===== config.mk =====
export PLATFORM = sky130hd
export DESIGN_NAME = jtb_tap
export DESIGN_NICKNAME = d
export VERILOG_FILES = /design/src/rtl/jtb_pkg.sv /design/src/rtl/jtb_sync.sv /design/src/rtl/jtb_tap.sv
export SDC_FILE = /design/constraint.sdc
export NUM_CORES = 1
export LEC_CHECK = 0
export ABC_AREA = 1
export BUFFER_PORTS_ARGS = -buffer_cell sky130_fd_sc_hd__buf_2
export CORE_UTILIZATION = 45
export DETAILED_ROUTE_END_ITERATION = 16
export HOLD_SLACK_MARGIN = 0.02
export PLACE_DENSITY_LB_ADDON = 0.1
export SYNTH_ARGS = -nofsm -noshare
export SYNTH_HDL_FRONTEND = slang
export SYNTH_SLANG_ARGS = --single-unit

===== constraint.sdc =====
create_clock -name core_clk -period 5.2 [get_ports core_clk]
set_input_delay 0.26 -clock core_clk [delete_from_list [all_inputs] [get_ports core_clk]]
set_output_delay 0.26 -clock core_clk [all_outputs]
set_load 0.005 [all_outputs]

===== src/rtl/jtb_pkg.sv =====
package jtb_pkg;

	// ==========================================================================
	// Instruction codes and register sizes
	// ==========================================================================
	localparam int        IR_W         = 3;
	localparam logic [2:0] INS_EXTEST   = 3'h0;
	localparam logic [2:0] INS_IDCODE   = 3'h1;
	localparam logic [2:0] INS_SAMPLE_Z = 3'h2;
	localparam logic [2:0] INS_SAMPLE   = 3'h4;
	localparam logic [2:0] INS_BYPASS   = 3'h7;
	localparam logic [2:0] IR_RESET_VAL = INS_IDCODE;
	localparam logic [1:0] IR_CAPTURE   = 2'h1;
	localparam int        ID_W         = 32;
	localparam int        BSR_W        = 129;
	localparam int        RING_W       = 128;
	localparam int        INT_CELL     = 128;

	// Identity value is arbitrary; bit 0 is the mandatory start bit.
	localparam logic [31:0] ID_VALUE    = 32'h0000_0A5B;

	// ==========================================================================
	// Ring layout: low bits are read data, then valid, echo clock pair
	// ==========================================================================
	localparam int        Q_W          = 36;
	localparam int        Q_LSB        = 0;
	localparam int        VLD_BIT      = 36;
	localparam int        ECHO_BIT     = 37;
	localparam int        ECHON_BIT    = 38;
	localparam int        OUT_W        = 39;

	// ==========================================================================
	// Link timing
	// ==========================================================================
	localparam int        CLK_NS       = 50;
	localparam int        SYNC_STAGES  = 2;
	localparam int        TLR_ONES     = 5;

	// ==========================================================================
	// Controller states, one-hot
	// ==========================================================================
	typedef enum logic [15:0] {
		ST_TLR   = 16'h0001,
		ST_RTI   = 16'h0002,
		ST_SELDR = 16'h0004,
		ST_CAPDR = 16'h0008,
		ST_SHDR  = 16'h0010,
		ST_EX1DR = 16'h0020,
		ST_PSDR  = 16'h0040,
		ST_EX2DR = 16'h0080,
		ST_UPDR  = 16'h0100,
		ST_SELIR = 16'h0200,
		ST_CAPIR = 16'h0400,
		ST_SHIR  = 16'h0800,
		ST_EX1IR = 16'h1000,
		ST_PSIR  = 16'h2000,
		ST_EX2IR = 16'h4000,
		ST_UPIR  = 16'h8000
	} jtb_state_t;

endpackage : jtb_pkg


===== src/rtl/jtb_sync.sv =====
`timescale 1ns/100ps
`default_nettype none

// ============================================================================
// Two-flop synchroniser with rise and fall detection on the settled level
// ============================================================================
module jtb_sync
	import jtb_pkg::*;
(
	// Clock and reset
	input  wire logic core_clk,
	input  wire logic resetn,
	// Asynchronous level in
	input  wire logic pin_in,
	// Synchronised level and edges
	output logic      level,
	output logic      rise,
	output logic      fall
);

	typedef struct packed {
		logic meta;
		logic sync;
		logic prev;
	} jtb_sync_t;

	jtb_sync_t s_r;
	jtb_sync_t s_nxt;

	always_comb begin
		s_nxt      = s_r;
		s_nxt.meta = pin_in;
		s_nxt.sync = s_r.meta;
		s_nxt.prev = s_r.sync;
	end

	always_ff @(posedge core_clk or negedge resetn) begin
		if (!resetn) begin
			s_r <= '0;
		end else begin
			s_r <= s_nxt;
		end
	end

	assign level = s_r.sync;
	assign rise  = s_r.sync & ~s_r.prev;
	assign fall  = ~s_r.sync & s_r.prev;

endmodule : jtb_sync

`default_nettype wire


===== src/rtl/jtb_tap.sv =====
`timescale 1ns/100ps
`default_nettype none

module jtb_tap
	import jtb_pkg::*;
(
	// Clock and reset
	input  wire logic               core_clk,
	input  wire logic               resetn,
	// Test port pins
	input  wire logic               test_clk,
	input  wire logic               test_mode,
	input  wire logic               test_din,
	output logic                    test_dout,
	output logic                    test_dout_oe,
	// Memory I/O ring
	input  wire logic [RING_W-1:0]  ring_in,
	input  wire logic [Q_W-1:0]     core_read_data,
	input  wire logic               core_read_data_oe,
	input  wire logic               core_read_valid,
	input  wire logic               core_echo_clock,
	input  wire logic               core_echo_clock_n,
	// Pins toward the board
	output logic [Q_W-1:0]          read_data_output,
	output logic                    read_data_oe,
	output logic                    read_valid_output,
	output logic                    echo_clock_output,
	output logic                    echo_clock_output_n,
	output logic                    on_die_termination_en,
	// Status
	output logic [IR_W-1:0]         test_instruction_register,
	output logic                    test_reset_state
);

	// ========================================================================
	// Synchronised test pins
	// ========================================================================
	logic tck_rise;
	logic tck_fall;
	logic tms_s;
	logic tdi_s;

	jtb_sync u_sync_tck (
		.core_clk (core_clk),
		.resetn   (resetn),
		.pin_in   (test_clk),
		.level    (),
		.rise     (tck_rise),
		.fall     (tck_fall)
	);

	jtb_sync u_sync_tms (
		.core_clk (core_clk),
		.resetn   (resetn),
		.pin_in   (test_mode),
		.level    (tms_s),
		.rise     (),
		.fall     ()
	);

	jtb_sync u_sync_tdi (
		.core_clk (core_clk),
		.resetn   (resetn),
		.pin_in   (test_din),
		.level    (tdi_s),
		.rise     (),
		.fall     ()
	);

	// ========================================================================
	// State
	// ========================================================================
	typedef struct packed {
		jtb_state_t         st;
		logic [IR_W-1:0]    ir_sh;
		logic [IR_W-1:0]    ir;
		logic [ID_W-1:0]    id_sh;
		logic               byp;
		logic [BSR_W-1:0]   bsr_sh;
		logic [OUT_W-1:0]   out_upd;
		logic               int_upd;
		logic               tdo;
		logic               tdo_oe;
		logic               tdo_pend;
		logic               oe_pend;
	} jtb_tap_t;

	jtb_tap_t s_r;
	jtb_tap_t s_nxt;

	// Next controller state; a single table serves both branches.
	function automatic jtb_state_t next_state(input jtb_state_t cur, input logic tms);
		unique case (cur)
			ST_TLR:   next_state = tms ? ST_TLR   : ST_RTI;
			ST_RTI:   next_state = tms ? ST_SELDR : ST_RTI;
			ST_SELDR: next_state = tms ? ST_SELIR : ST_CAPDR;
			ST_CAPDR: next_state = tms ? ST_EX1DR : ST_SHDR;
			ST_SHDR:  next_state = tms ? ST_EX1DR : ST_SHDR;
			ST_EX1DR: next_state = tms ? ST_UPDR  : ST_PSDR;
			ST_PSDR:  next_state = tms ? ST_EX2DR : ST_PSDR;
			ST_EX2DR: next_state = tms ? ST_UPDR  : ST_SHDR;
			ST_UPDR:  next_state = tms ? ST_SELDR : ST_RTI;
			ST_SELIR: next_state = tms ? ST_TLR   : ST_CAPIR;
			ST_CAPIR: next_state = tms ? ST_EX1IR : ST_SHIR;
			ST_SHIR:  next_state = tms ? ST_EX1IR : ST_SHIR;
			ST_EX1IR: next_state = tms ? ST_UPIR  : ST_PSIR;
			ST_PSIR:  next_state = tms ? ST_EX2IR : ST_PSIR;
			ST_EX2IR: next_state = tms ? ST_UPIR  : ST_SHIR;
			ST_UPIR:  next_state = tms ? ST_SELIR : ST_RTI;
			default:  next_state = ST_TLR;
		endcase
	endfunction : next_state

	// Instructions that route the boundary register.
	function automatic logic uses_bsr(input logic [IR_W-1:0] ins);
		uses_bsr = (ins == INS_EXTEST) || (ins == INS_SAMPLE_Z) || (ins == INS_SAMPLE);
	endfunction : uses_bsr

	logic        ext_test;
	logic        samp_z;
	logic [BSR_W-1:0] ring_snap;

	assign ext_test  = (s_r.ir == INS_EXTEST);
	assign samp_z    = (s_r.ir == INS_SAMPLE_Z);
	assign ring_snap = {1'b1, ring_in};

	// ========================================================================
	// Sequencing
	// ========================================================================
	always_comb begin
		s_nxt = s_r;
		if (tck_rise) begin
			// Five ones reach reset from any state through the graph itself.
			s_nxt.st = next_state(s_r.st, tms_s);
			unique case (s_r.st)
				ST_TLR: begin
					s_nxt.ir = IR_RESET_VAL;
				end
				ST_CAPIR: begin
					s_nxt.ir_sh = {1'b0, IR_CAPTURE};
				end
				ST_SHIR: begin
					s_nxt.ir_sh = {tdi_s, s_r.ir_sh[IR_W-1:1]};
				end
				ST_UPIR: begin
					s_nxt.ir = s_r.ir_sh;
				end
				ST_CAPDR: begin
					if (s_r.ir == INS_IDCODE) begin
						s_nxt.id_sh = ID_VALUE;
					end else if (uses_bsr(s_r.ir)) begin
						s_nxt.bsr_sh = ring_snap;
					end else begin
						s_nxt.byp = 1'b0;
					end
				end
				ST_SHDR: begin
					if (s_r.ir == INS_IDCODE) begin
						s_nxt.id_sh = {tdi_s, s_r.id_sh[ID_W-1:1]};
					end else if (uses_bsr(s_r.ir)) begin
						s_nxt.bsr_sh = {tdi_s, s_r.bsr_sh[BSR_W-1:1]};
					end else begin
						s_nxt.byp = tdi_s;
					end
				end
				ST_UPDR: begin
					if (ext_test) begin
						s_nxt.out_upd = s_r.bsr_sh[OUT_W-1:0];
						s_nxt.int_upd = s_r.bsr_sh[INT_CELL];
					end
				end
				default: begin
				end
			endcase
			// Entering reset must restore the identify code at once, not one edge later.
			if (s_nxt.st == ST_TLR) begin
				s_nxt.ir = IR_RESET_VAL;
			end
			// Output bit is chosen now, presented at the next falling edge.
			s_nxt.oe_pend = (s_r.st == ST_SHIR) || (s_r.st == ST_SHDR) ||
				(s_nxt.st == ST_SHIR) || (s_nxt.st == ST_SHDR);
			if (s_nxt.st == ST_SHIR) begin
				s_nxt.tdo_pend = s_nxt.ir_sh[0];
			end else if (s_nxt.ir == INS_IDCODE) begin
				s_nxt.tdo_pend = s_nxt.id_sh[0];
			end else if (uses_bsr(s_nxt.ir)) begin
				s_nxt.tdo_pend = s_nxt.bsr_sh[0];
			end else begin
				s_nxt.tdo_pend = s_nxt.byp;
			end
			s_nxt.oe_pend = (s_nxt.st == ST_SHIR) || (s_nxt.st == ST_SHDR);
		end
		if (tck_fall) begin
			s_nxt.tdo    = s_r.tdo_pend;
			s_nxt.tdo_oe = s_r.oe_pend;
		end
	end

	always_ff @(posedge core_clk or negedge resetn) begin
		if (!resetn) begin
			s_r          <= '0;
			s_r.st       <= ST_TLR;
			s_r.ir       <= IR_RESET_VAL;
			s_r.ir_sh    <= IR_RESET_VAL;
			s_r.id_sh    <= ID_VALUE;
		end else begin
			s_r <= s_nxt;
		end
	end

	// ========================================================================
	// Pin muxing
	// ========================================================================
	// Every code other than external test and sample-Z leaves the functional path intact; sample-Z floats read_data_oe.
	always_comb begin
		read_data_output    = core_read_data;
		read_data_oe        = core_read_data_oe;
		read_valid_output   = core_read_valid;
		echo_clock_output   = core_echo_clock;
		echo_clock_output_n = core_echo_clock_n;
		if (ext_test) begin
			read_data_output    = s_r.out_upd[Q_LSB +: Q_W];
			read_valid_output   = s_r.out_upd[VLD_BIT];
			echo_clock_output   = s_r.out_upd[ECHO_BIT];
			echo_clock_output_n = s_r.out_upd[ECHON_BIT];
			read_data_oe        = s_r.int_upd;
		end else if (samp_z) begin
			read_data_oe = 1'b0;
		end
	end

	assign on_die_termination_en     = ~(ext_test | samp_z);
	assign test_dout                 = s_r.tdo;
	assign test_dout_oe              = s_r.tdo_oe;
	assign test_instruction_register = s_r.ir;
	assign test_reset_state          = (s_r.st == ST_TLR);

endmodule : jtb_tap

`default_nettype wire


* Yosys cells after proc, flatten, opt, wreduce, memory -nomap -nowiden
Cells that the tools add are included.
** Cells by class
- Shifts and indexed selects :: 0
- Magnitude comparators :: 0
- Multiply operators :: 0
- Reduce and logical (&&, ||, !) cells :: 16
- Div/mod/pow operators :: 0
- Add/subtract/negate cells :: 0
- Equality and inequality tests :: 31
- Muxes and demuxes :: 37
- Bitwise gates (word level) :: 6
** Operators with widths (number)
- $pmux W162 S2 :: 1
- $mux W130 :: 2
- $mux W129 :: 2
- $pmux W16 S13 :: 1
- $mux W32 :: 2
- $mux W16 :: 3
- $mux W36 :: 1
- $eq A16 B1 Y1 const B :: 2
- $eq A16 B12 Y1 const B :: 2
- $eq A16 B5 Y1 const B :: 2
- $mux W10 :: 2
- $mux W9 :: 2
- $eq A16 B10 Y1 const B :: 1
- $eq A16 B11 Y1 const B :: 1
- $eq A16 B13 Y1 const B :: 1
- $eq A16 B14 Y1 const B :: 1
- $eq A16 B15 Y1 const B :: 1
- $eq A16 B16 Y1 const B :: 1
- $eq A16 B2 Y1 const B :: 1
- $eq A16 B3 Y1 const B :: 1
- $eq A16 B4 Y1 const B :: 1
- $eq A16 B6 Y1 const B :: 1
- $eq A16 B7 Y1 const B :: 1
- $eq A16 B8 Y1 const B :: 1
- other kinds (25) :: 56
** Storage, ports and cells
- Flip-flop bits (word level) :: 235
- Bits in latches :: 0
- Memories kept :: 0
- Logic and storage cells :: 112
- Output and inout port bits :: 47
- Input port bits :: 173
- Bits in writable memories :: 0
- ROM bits :: 0

* Depth between registers and ports, before layout
Gate-level depths: netlist of run 1.
- Word-level depth :: 13
- Mapped depth :: 16
- Depth with buffers taken out :: 16

* By module
From an unflattened synthesis of run 1, not the netlist that was laid out.
** Unflattened totals
- Cells, all modules :: 1316
- Area total of the unflattened synthesis :: 11574.9 sq um
** By module, submodules not included
- jtb_tap :: seq. area each 5718.0 sq um, area each 11304.6 sq um, cells each 1295, times used 1
- jtb_sync :: seq. area each 75.1 sq um, area each 90.1 sq um, cells each 7, times used 3

* Least setup slack after synthesis of run 1
OpenSTA, ideal clock, no wires.
- Kind :: register to register
- From :: reg s_r[225] (netlist bit)
- To :: reg s_r[110] (netlist bit)
- Buffers on the path :: 1
- Data arrival time :: 1.824 ns
- Data required time :: 5.121 ns
- Period minus slack after synthesis :: 1.903 ns
- Setup time :: 0.079 ns
- Cell stages (with the launch flop) :: 10
- Setup slack :: 3.297 ns
- Cells stage by stage :: dfrtp_1 > nor2_2 > nand2_2 > nor2_4 > nand2_2 > nand2_2 > nand2_2 > nor2_2 > buf_6 > mux2i_1
** Between the ends
- Cells in the longest elaborated chain, start to end :: 3
- Elaborated cells between the ends (all ways) :: 9
- Those cells by class :: eq/ne (6); mux (1); reduce/logical (2)
** RTL lines
- start, declared :: RTL line jtb_tap.sv:88 : jtb_tap_t s_r;
- start signal, assigned :: RTL line jtb_tap.sv:207 : s_r <= s_nxt;
- $eq A16 B4 Y1 / $eq A16 B5 Y1 (equally long branches) :: RTL line jtb_tap.sv:135 : unique case (s_r.st)
- $ne A2 B2 Y1 (no source line) / $reduce_bool A2 Y1 (equally long branches)
- $reduce_and A6 Y1 (no source line)
Several ways; a longest one is shown, not always the timed one.
A chain may end at the register's enable or synchronous reset.

* Worst setup path after layout of run 1
- From :: reg u_sync_tck.s_r, in the netlist u_sync_tck.level
- To :: reg s_r[92] (netlist bit)
** Between the ends
- Cells in the longest elaborated chain, start to end :: 2
** RTL lines
- start, declared :: RTL line jtb_sync.sv:27 : jtb_sync_t s_r;
- start signal, assigned :: RTL line jtb_sync.sv:41 : s_r <= s_nxt;
- $and A1 B1 Y1 :: RTL line jtb_sync.sv:46 : assign rise = s_r.sync & ~s_r.prev;
- $reduce_and A6 Y1 (no source line)
No other way between the ends.

==> flow_metrics.tcl, run 1 <==
set metrics [dict create \
    finalInstanceArea_mm2 0.0139 \
    cts.clk_slew.worst_paths_ps 60 \
    async_flop_share_pct 100 \
    clock_tree_from_tritoncts "built" \
    report.final.setup_viol 0 \
    area_growth_syn_to_layout_pct 25.0 \
    worst-endpoint-arrival_ps 3860 \
    yosys_warnings 0 \
    floorplan.initialDensity_pct 45.7 \
    largest_register "s_r" \
    layout.cells.non_filler 1745 \
    timing.final.hold_violations 0 \
    cts_post_setup_buffers_inserted 0 \
    die_width_um 159 \
    top_signal_layer_used "met5" \
    synth_edf_count 0 \
    worst_ep_required_ps 5640 \
    post_drt_wl_per_cell_um 15.5 \
    mapped_cells 1154 \
    tightestPinTransition_ps 1110 \
    dr.first_iter.drc_count 566 \
    ioPinCount 220 \
    hp-class "input pin to register" \
    route.antenna.remaining_nets 0 \
    grt-ovfl-total 0 \
    critPathKind "register to register" \
    post-synth-top-count-cell "sky130_fd_sc_hd__dfrtp_1" \
    numClockSinks 235 \
    via_count 9061 \
    gp_congestion 0.853 \
    postSynth.topFlopCell "sky130_fd_sc_hd__dfrtp_1" \
    routedLengthMet1_mm 12.8 \
    drt_wl_total_mm 27.1 \
    critical_path.startpoint_type "register" \
    vias_per_cell 5.19 \
    row_count 57 \
    largest_register_ff_count 223 \
    timing.max_cap.violations 0 \
    post_route_clock_skew_ps 12.2 \
    post-route-util_pct 57.2 \
    syn_area_mm2 0.0111 \
    worst_skew_pair.late_latency_ps 530 \
    timing.setup.tns_ps 0 \
    synth_seq_area_share_pct 53.1 \
    finalNetCount 1574 \
    drt_pass1_iterations 7 \
    crit_path_max_fanout 156 \
    drcViolationCount 0 \
    synthDominantAreaCellType "sky130_fd_sc_hd__dfrtp_1" \
    port_buffers 219 \
    die_area_mm2 0.0253 \
    antenna_violations_before_repair 3 \
    grt_max_degree 157 \
    hold_slack_ps 26.1 \
    dp_hpwl_mm 17.1 \
    synth_largest_type_area_fraction_pct 50.8 \
    timing.final.max_slew_violations 0 \
    grt_first_pass_wirelength_mm 44.9 \
    synth_fp_nets 1327 \
    detailed_routed_wire_length_on_met3_mm 1.41 \
    post-route-min-period_ps 3410 \
    yosys-top-cells-count "sky130_fd_sc_hd__dfrtp_1 (225), sky130_fd_sc_hd__nand2_1 (167), sky130_fd_sc_hd__inv_1 (165)" \
    leakage_nw 6.77 \
    numCtsBuffers 26 \
    fillerInstances 2225 \
    syn_avg_cell_area_um2 9.61 \
    max_slew_margin_pct 25.8 \
    clock_tree.htree_level_count 1 \
    met2RoutedLength_mm 12.4 \
    powerDensity_mw_per_mm2 292 \
    number_of_distinct_library_cell_variants_in_the_gate_level_netlist_after_synthesis 33 \
    grt_pass1_vias 8676 \
    max-clock-path-buffers 3 \
    finalCritPeriodShare_pct 65.6 \
    die_height_um 159 \
    rsz0062_at_grt "no" \
    drive_gt1_share_pct 26.3 \
    grtUsageTotal_pct 21.4 \
    cts.root.buffer_cell "sky130_fd_sc_hd__clkbuf_16" \
    peakVddDrop_mv 0.184 \
    design.core.area_mm2 0.0242 \
    placement_cell_area_mm2 0.0123 \
    end_kind "register" \
    place.detailed.instances 1627 \
    synth.top_cells.by_area "sky130_fd_sc_hd__dfrtp_1 (51%), sky130_fd_sc_hd__a221oi_1 (6.5%), sky130_fd_sc_hd__nand2_1 (5.7%)" \
    flops_latches_synth 235 \
    maxClockFrequency_mhz 293 \
    status "finished, final reports clean" \
]
==> metal layers <==
metal	GRT usage (%)	vias to the layer above
li1	-	4482
met1	31.2	4311
met2	33.3	226
met3	3.96	38
met4	4.94	4
met5	0	-
==> logic make-up (layout without fill, tap and decap cells) <==
logic type | Yosys count | in the layout | synth area share [%]
multiplexers | 50 | 50 | 4.96
other | 0 | 1 | 0
AO/OA/AOI/OAI | 344 | 344 | 22.0
flip-flops | 235 | 235 | 53.1
AND/OR/NAND/NOR | 277 | 277 | 10.6
buffers and inverters | 248 | 514 | 9.25
==> critical path, cell delays in order (launching register included) <==
cell and delay (ps):
sky130_fd_sc_hd__dfrtp_1 370, sky130_fd_sc_hd__inv_1 80, sky130_fd_sc_hd__nor2_2 30, sky130_fd_sc_hd__buf_4 220, sky130_fd_sc_hd__inv_1 680, sky130_fd_sc_hd__nor3_4 190, sky130_fd_sc_hd__inv_6 810, sky130_fd_sc_hd__buf_4 580
sky130_fd_sc_hd__a221oi_1 100, sky130_fd_sc_hd__a21oi_1 180
==> through the flow <==
| stage | total power, W | setup slack [ps] |
|---|---|---|
| floorplan | 0.00208 | 3300 |
| global placement | 0.00226 | 1920 |
| detailed placement | 0.00226 | 1850 |
| CTS | 0.00410 | 1830 |
| global route | 0.00422 | 1450 |
| finish | 0.00404 | 1790 |
==> where the power goes <==
group | total, W | internal [W] | switching [W] | leakage [nW]
clock | 0.00178 | 0.00106 | 0.000721 | 0.404
sequential | 0.00189 | 0.00187 | 0.0000224 | 3.17
combinational | 0.000373 | 0.000163 | 0.000210 | 3.20
==> area by class of cell <==
class / count / area, um^2 / share of cell area, %
antenna: 1 / 2.50 / 0.0181
timing repair buffer: 300 / 1910 / 13.8
clock inverter: 5 / 50.0 / 0.361
multi-input combinational: 671 / 4190 / 30.2
inverter: 167 / 632 / 4.56
sequential: 235 / 5890 / 42.5
clock buffer: 42 / 772 / 5.57
tap: 324 / 405 / 2.92
==> final timing paths <==
check	slack [ps]	start	cells past startpoint	end
worst min-delay path	30	ring_in[4]	3	s_r[48]
max in group asynchronous	3620	resetn	3	s_r[133]
min in group asynchronous	390	resetn	2	s_r[220]
worst min register to register	350	u_sync_tck.s_nxt[1]	0	u_sync_tck.level
worst max register to register	1790	u_sync_tck.level	9	s_r[92]
worst max-delay path	1790	u_sync_tck.level	9	s_r[92]
==> timing repair <==
action                                  in CTS  in global routing
hold endpoints to repair                   170                  0
gates resized for setup                      0                  0
endpoints found under the setup margin       0                  0
hold buffers                                70                  0
==> placed cells by master, fill, tap and decap left out, drive strengths merged, types with 4 or more instances in the layout <==
cell / count
a2111oi: 6
a21oi: 122
a221oi: 112
a22oi: 17
buf: 230
clkbuf: 42
clkinv: 4
dfrtp: 225
dfstp: 10
dlygate4sd3: 70
inv: 167
mux2: 40
mux2i: 10
nand2: 174
nand3: 42
nand4: 4
nor2: 53
nor3: 4
o21a: 6
o21ai: 69
o31ai: 9
No activity file was read; power rests on OpenSTA's default activity.
==> run 2: changes to the inputs <==
--- a/config.mk
+++ b/config.mk
@@ -5,7 +5,7 @@
 export SDC_FILE = /design/constraint.sdc
 export NUM_CORES = 1
 export LEC_CHECK = 0
-export ABC_AREA = 1
+export ABC_AREA = 0
 export BUFFER_PORTS_ARGS = -buffer_cell sky130_fd_sc_hd__buf_2
 export CORE_UTILIZATION = 45
 export DETAILED_ROUTE_END_ITERATION = 16
==> constraint.sdc (replaced) <==
create_clock -name core_clk -period 2.91 [get_ports core_clk]
set_input_delay 0.1455 -clock core_clk [delete_from_list [all_inputs] [get_ports core_clk]]
set_output_delay 0.1455 -clock core_clk [all_outputs]
set_load 0.005 [all_outputs]
==> run 2 against run 1 <==
Against the previous run:
- synthesized cell count is 4.6% lower
- critical path depth shrank 2
- non-clock buffer count up 105
- sequential share of layout area is 2.7 points lower
- critical path type unchanged
- critical endpoint is now s_r[1]
- largest cell class unchanged
==> flow_metrics.tcl, run 2 <==
set metrics [dict create \
    status "finished, final reports clean" \
    syn_avg_cell_area_um2 9.90 \
    worst_path_max_delay_cell "sky130_fd_sc_hd__or4_1" \
    timing.final.max_slew_violations 0 \
    worst-endpoint-arrival_ps 3130 \
    postSynth.topFlopCell "sky130_fd_sc_hd__dfrtp_1" \
    timing.max_cap.violations 0 \
    antenna_violations_before_repair 0 \
    worst_skew_pair.late_latency_ps 520 \
    minimum_setup_slack_after_placement_ps 207 \
    critPathKind "register to register" \
    yosys_warnings 0 \
    report.final.setup_viol 0 \
    synthDominantAreaCellType "sky130_fd_sc_hd__dfrtp_1" \
    final_critical_path_setup_slack_ps 182 \
    critical_path.startpoint_type "register" \
    post_drt_wl_per_cell_um 16.7 \
    area_growth_syn_to_layout_pct 35.9 \
    commonest_cells_after_routing_fill_and_taps_aside "sky130_fd_sc_hd__dfrtp_1 (225), sky130_fd_sc_hd__buf_2 (218), sky130_fd_sc_hd__nand2_1 (215)" \
    die_width_um 158 \
    cts.root.buffer_cell "sky130_fd_sc_hd__clkbuf_16" \
    clock_tree_from_tritoncts "built" \
    via_count 9505 \
    gp_congestion 0.909 \
    row_count 56 \
    layout.cells.non_filler 1777 \
    synth_seq_area_share_pct 54.1 \
    async_flop_share_pct 100 \
    peakVddDrop_mv 0.359 \
    drt_wl_total_mm 29.6 \
    hp-class "input pin to async pin" \
    syn_area_mm2 0.0109 \
    post_cts_resize_count 0 \
    synth_edf_count 0 \
    worst_ep_required_ps 3310 \
    drt_pass1_iterations 5 \
    cp-startpoint "s_r[217]" \
    max-clock-path-buffers 3 \
    leakage_nw 6.88 \
    dp_hpwl_mm 18.7 \
    numClockSinks 235 \
    cts.clk_slew.worst_paths_ps 60 \
    vias_per_cell 5.35 \
    grt_max_degree 152 \
    grtUsageTotal_pct 23.8 \
    timing.setup.tns_ps 0 \
    floorplan.initialDensity_pct 46.2 \
    path_delay_family "simple AND/OR/NAND/NOR gates" \
    numCtsBuffers 26 \
    crit_path_max_incr_delay_ps 560 \
    die_area_mm2 0.0249 \
    flops_latches_synth 235 \
    port_buffers 219 \
    max_slew_margin_pct 45.9 \
    end_kind "register" \
    synth_largest_type_area_fraction_pct 51.7 \
    route.antenna.remaining_nets 0 \
    grt_first_pass_wirelength_mm 47.2 \
    critPathBufInv 0 \
    synth_fp_nets 1274 \
    largest_register "s_r" \
    synth.top_cells.by_area "sky130_fd_sc_hd__dfrtp_1 (52%), sky130_fd_sc_hd__a22oi_1 (8.9%), sky130_fd_sc_hd__mux2_2 (8.3%)" \
    post-route-min-period_ps 2730 \
    path_cells "or4_1, or4_4, or4b_1, a21o_1, and4_4, a21oi_1, o31ai_1" \
    finalNetCount 1611 \
    r2r_start "s_r[217]" \
    post-synth-top-count-cell "sky130_fd_sc_hd__dfrtp_1" \
    dr.first_iter.drc_count 589 \
    drcViolationCount 0 \
    grt-ovfl-total 0 \
    layout_commonest_cell "sky130_fd_sc_hd__dfrtp_1" \
    powerDensity_mw_per_mm2 516 \
    mapped_cells 1101 \
    largest_register_ff_count 223 \
    finalCritPeriodShare_pct 93.8 \
    number_of_distinct_library_cell_variants_in_the_gate_level_netlist_after_synthesis 47 \
    die_height_um 158 \
    yosys-top-cells-count "sky130_fd_sc_hd__dfrtp_1 (225), sky130_fd_sc_hd__nand2_1 (215), sky130_fd_sc_hd__o21ai_0 (147)" \
    maxClockFrequency_mhz 367 \
    hold_slack_ps 242 \
    grt_pass1_vias 9180 \
    place.detailed.instances 1597 \
    post_route_clock_skew_ps 9.22 \
    design.core.area_mm2 0.0236 \
    crit_path_max_fanout 5 \
    timing.final.hold_violations 0 \
    diodes 0 \
    clock_tree.htree_level_count 1 \
    drive_gt1_share_pct 28.5 \
    ioPinCount 220 \
    tightestPinTransition_ps 812 \
    rsz0062_at_grt "no" \
]
run 2: cell types whose count changed after synthesis, sizes merged, moves of 27 or more:
cell / previous run / this run
a21oi: 122 / 9
a221oi: 112 / 0
a22oi: 17 / 129
buf: 50 / 23
clkbuf: 31 / 73
inv: 167 / 6
mux2: 40 / 80
nand2: 174 / 215
o21ai: 69 / 147
run 2: area by class of cell:
| class | instances | area, um^2 |
|---|---|---|
| Multi-Input combinational cell | 764 | 4620 |
| Fill cell | 1969 | 8800 |
| Clock inverter | 5 | 100 |
| Sequential cell | 235 | 5890 |
| Inverter | 6 | 22.5 |
| Tap cell | 319 | 399 |
| Clock buffer | 43 | 806 |
| Timing Repair Buffer | 405 | 2970 |
run 2: kinds of logic after synthesis:
kind of cell,share of synthesized area [%]
buf+inv,3.93
mux,8.45
xor+xnor,0.562
flops,54.1
compound gates,17.9
simple gates,15.1
run 2: layer usage:
layer  up-vias  wire length [um]  track usage (%)
met4         0               498             5.55
met5         -                 0                0
met3        32              1530             3.53
met2       281             14000             38.2
met1      4566             13600             33.9
li1       4626                 -                -
run 2: worst paths after layout:
path                                        to  slack [ps]  depth (start not counted)
setup / recovery                        s_r[1]         180                          7
hold / removal                        s_r[226]         240                          2
setup reg to reg                        s_r[1]         180                          7
hold reg to reg               u_sync_tdi.level         350                          0
max in group asynchronous             s_r[139]        1840                          3
min in group core_clk      u_sync_tdi.s_nxt[1]         270                          2
run 2: worst register-to-register path: cells and delay by family (launching register included):
family / cells / cell delay (ps)
flip-flops: 1 / 370
AO/OA/AOI/OAI: 3 / 450
AND/OR/NAND/NOR: 4 / 1780
run 2: metrics by stage:
step,area (um^2),utilization [%],power (W)
finish,14800,62.7,0.00764
global route,14800,62.7,0.00793
CTS,14800,62.7,0.00771
detailed placement,12600,53.3,0.00412
global placement,12600,53.3,0.00412
floorplan,10900,-,0.00372
run 2: power breakdown:
group | switching [W] | internal, W
Sequential | 0.0000412 | 0.00332
Clock | 0.00129 | 0.00214
Combinational | 0.000406 | 0.000445
run 2: what timing repair did:
item | 4_1_cts | 5_1_grt
hold buffers | 132 | 0
buffers inserted | 0 | 0
endpoints found under the hold margin | 219 | 0
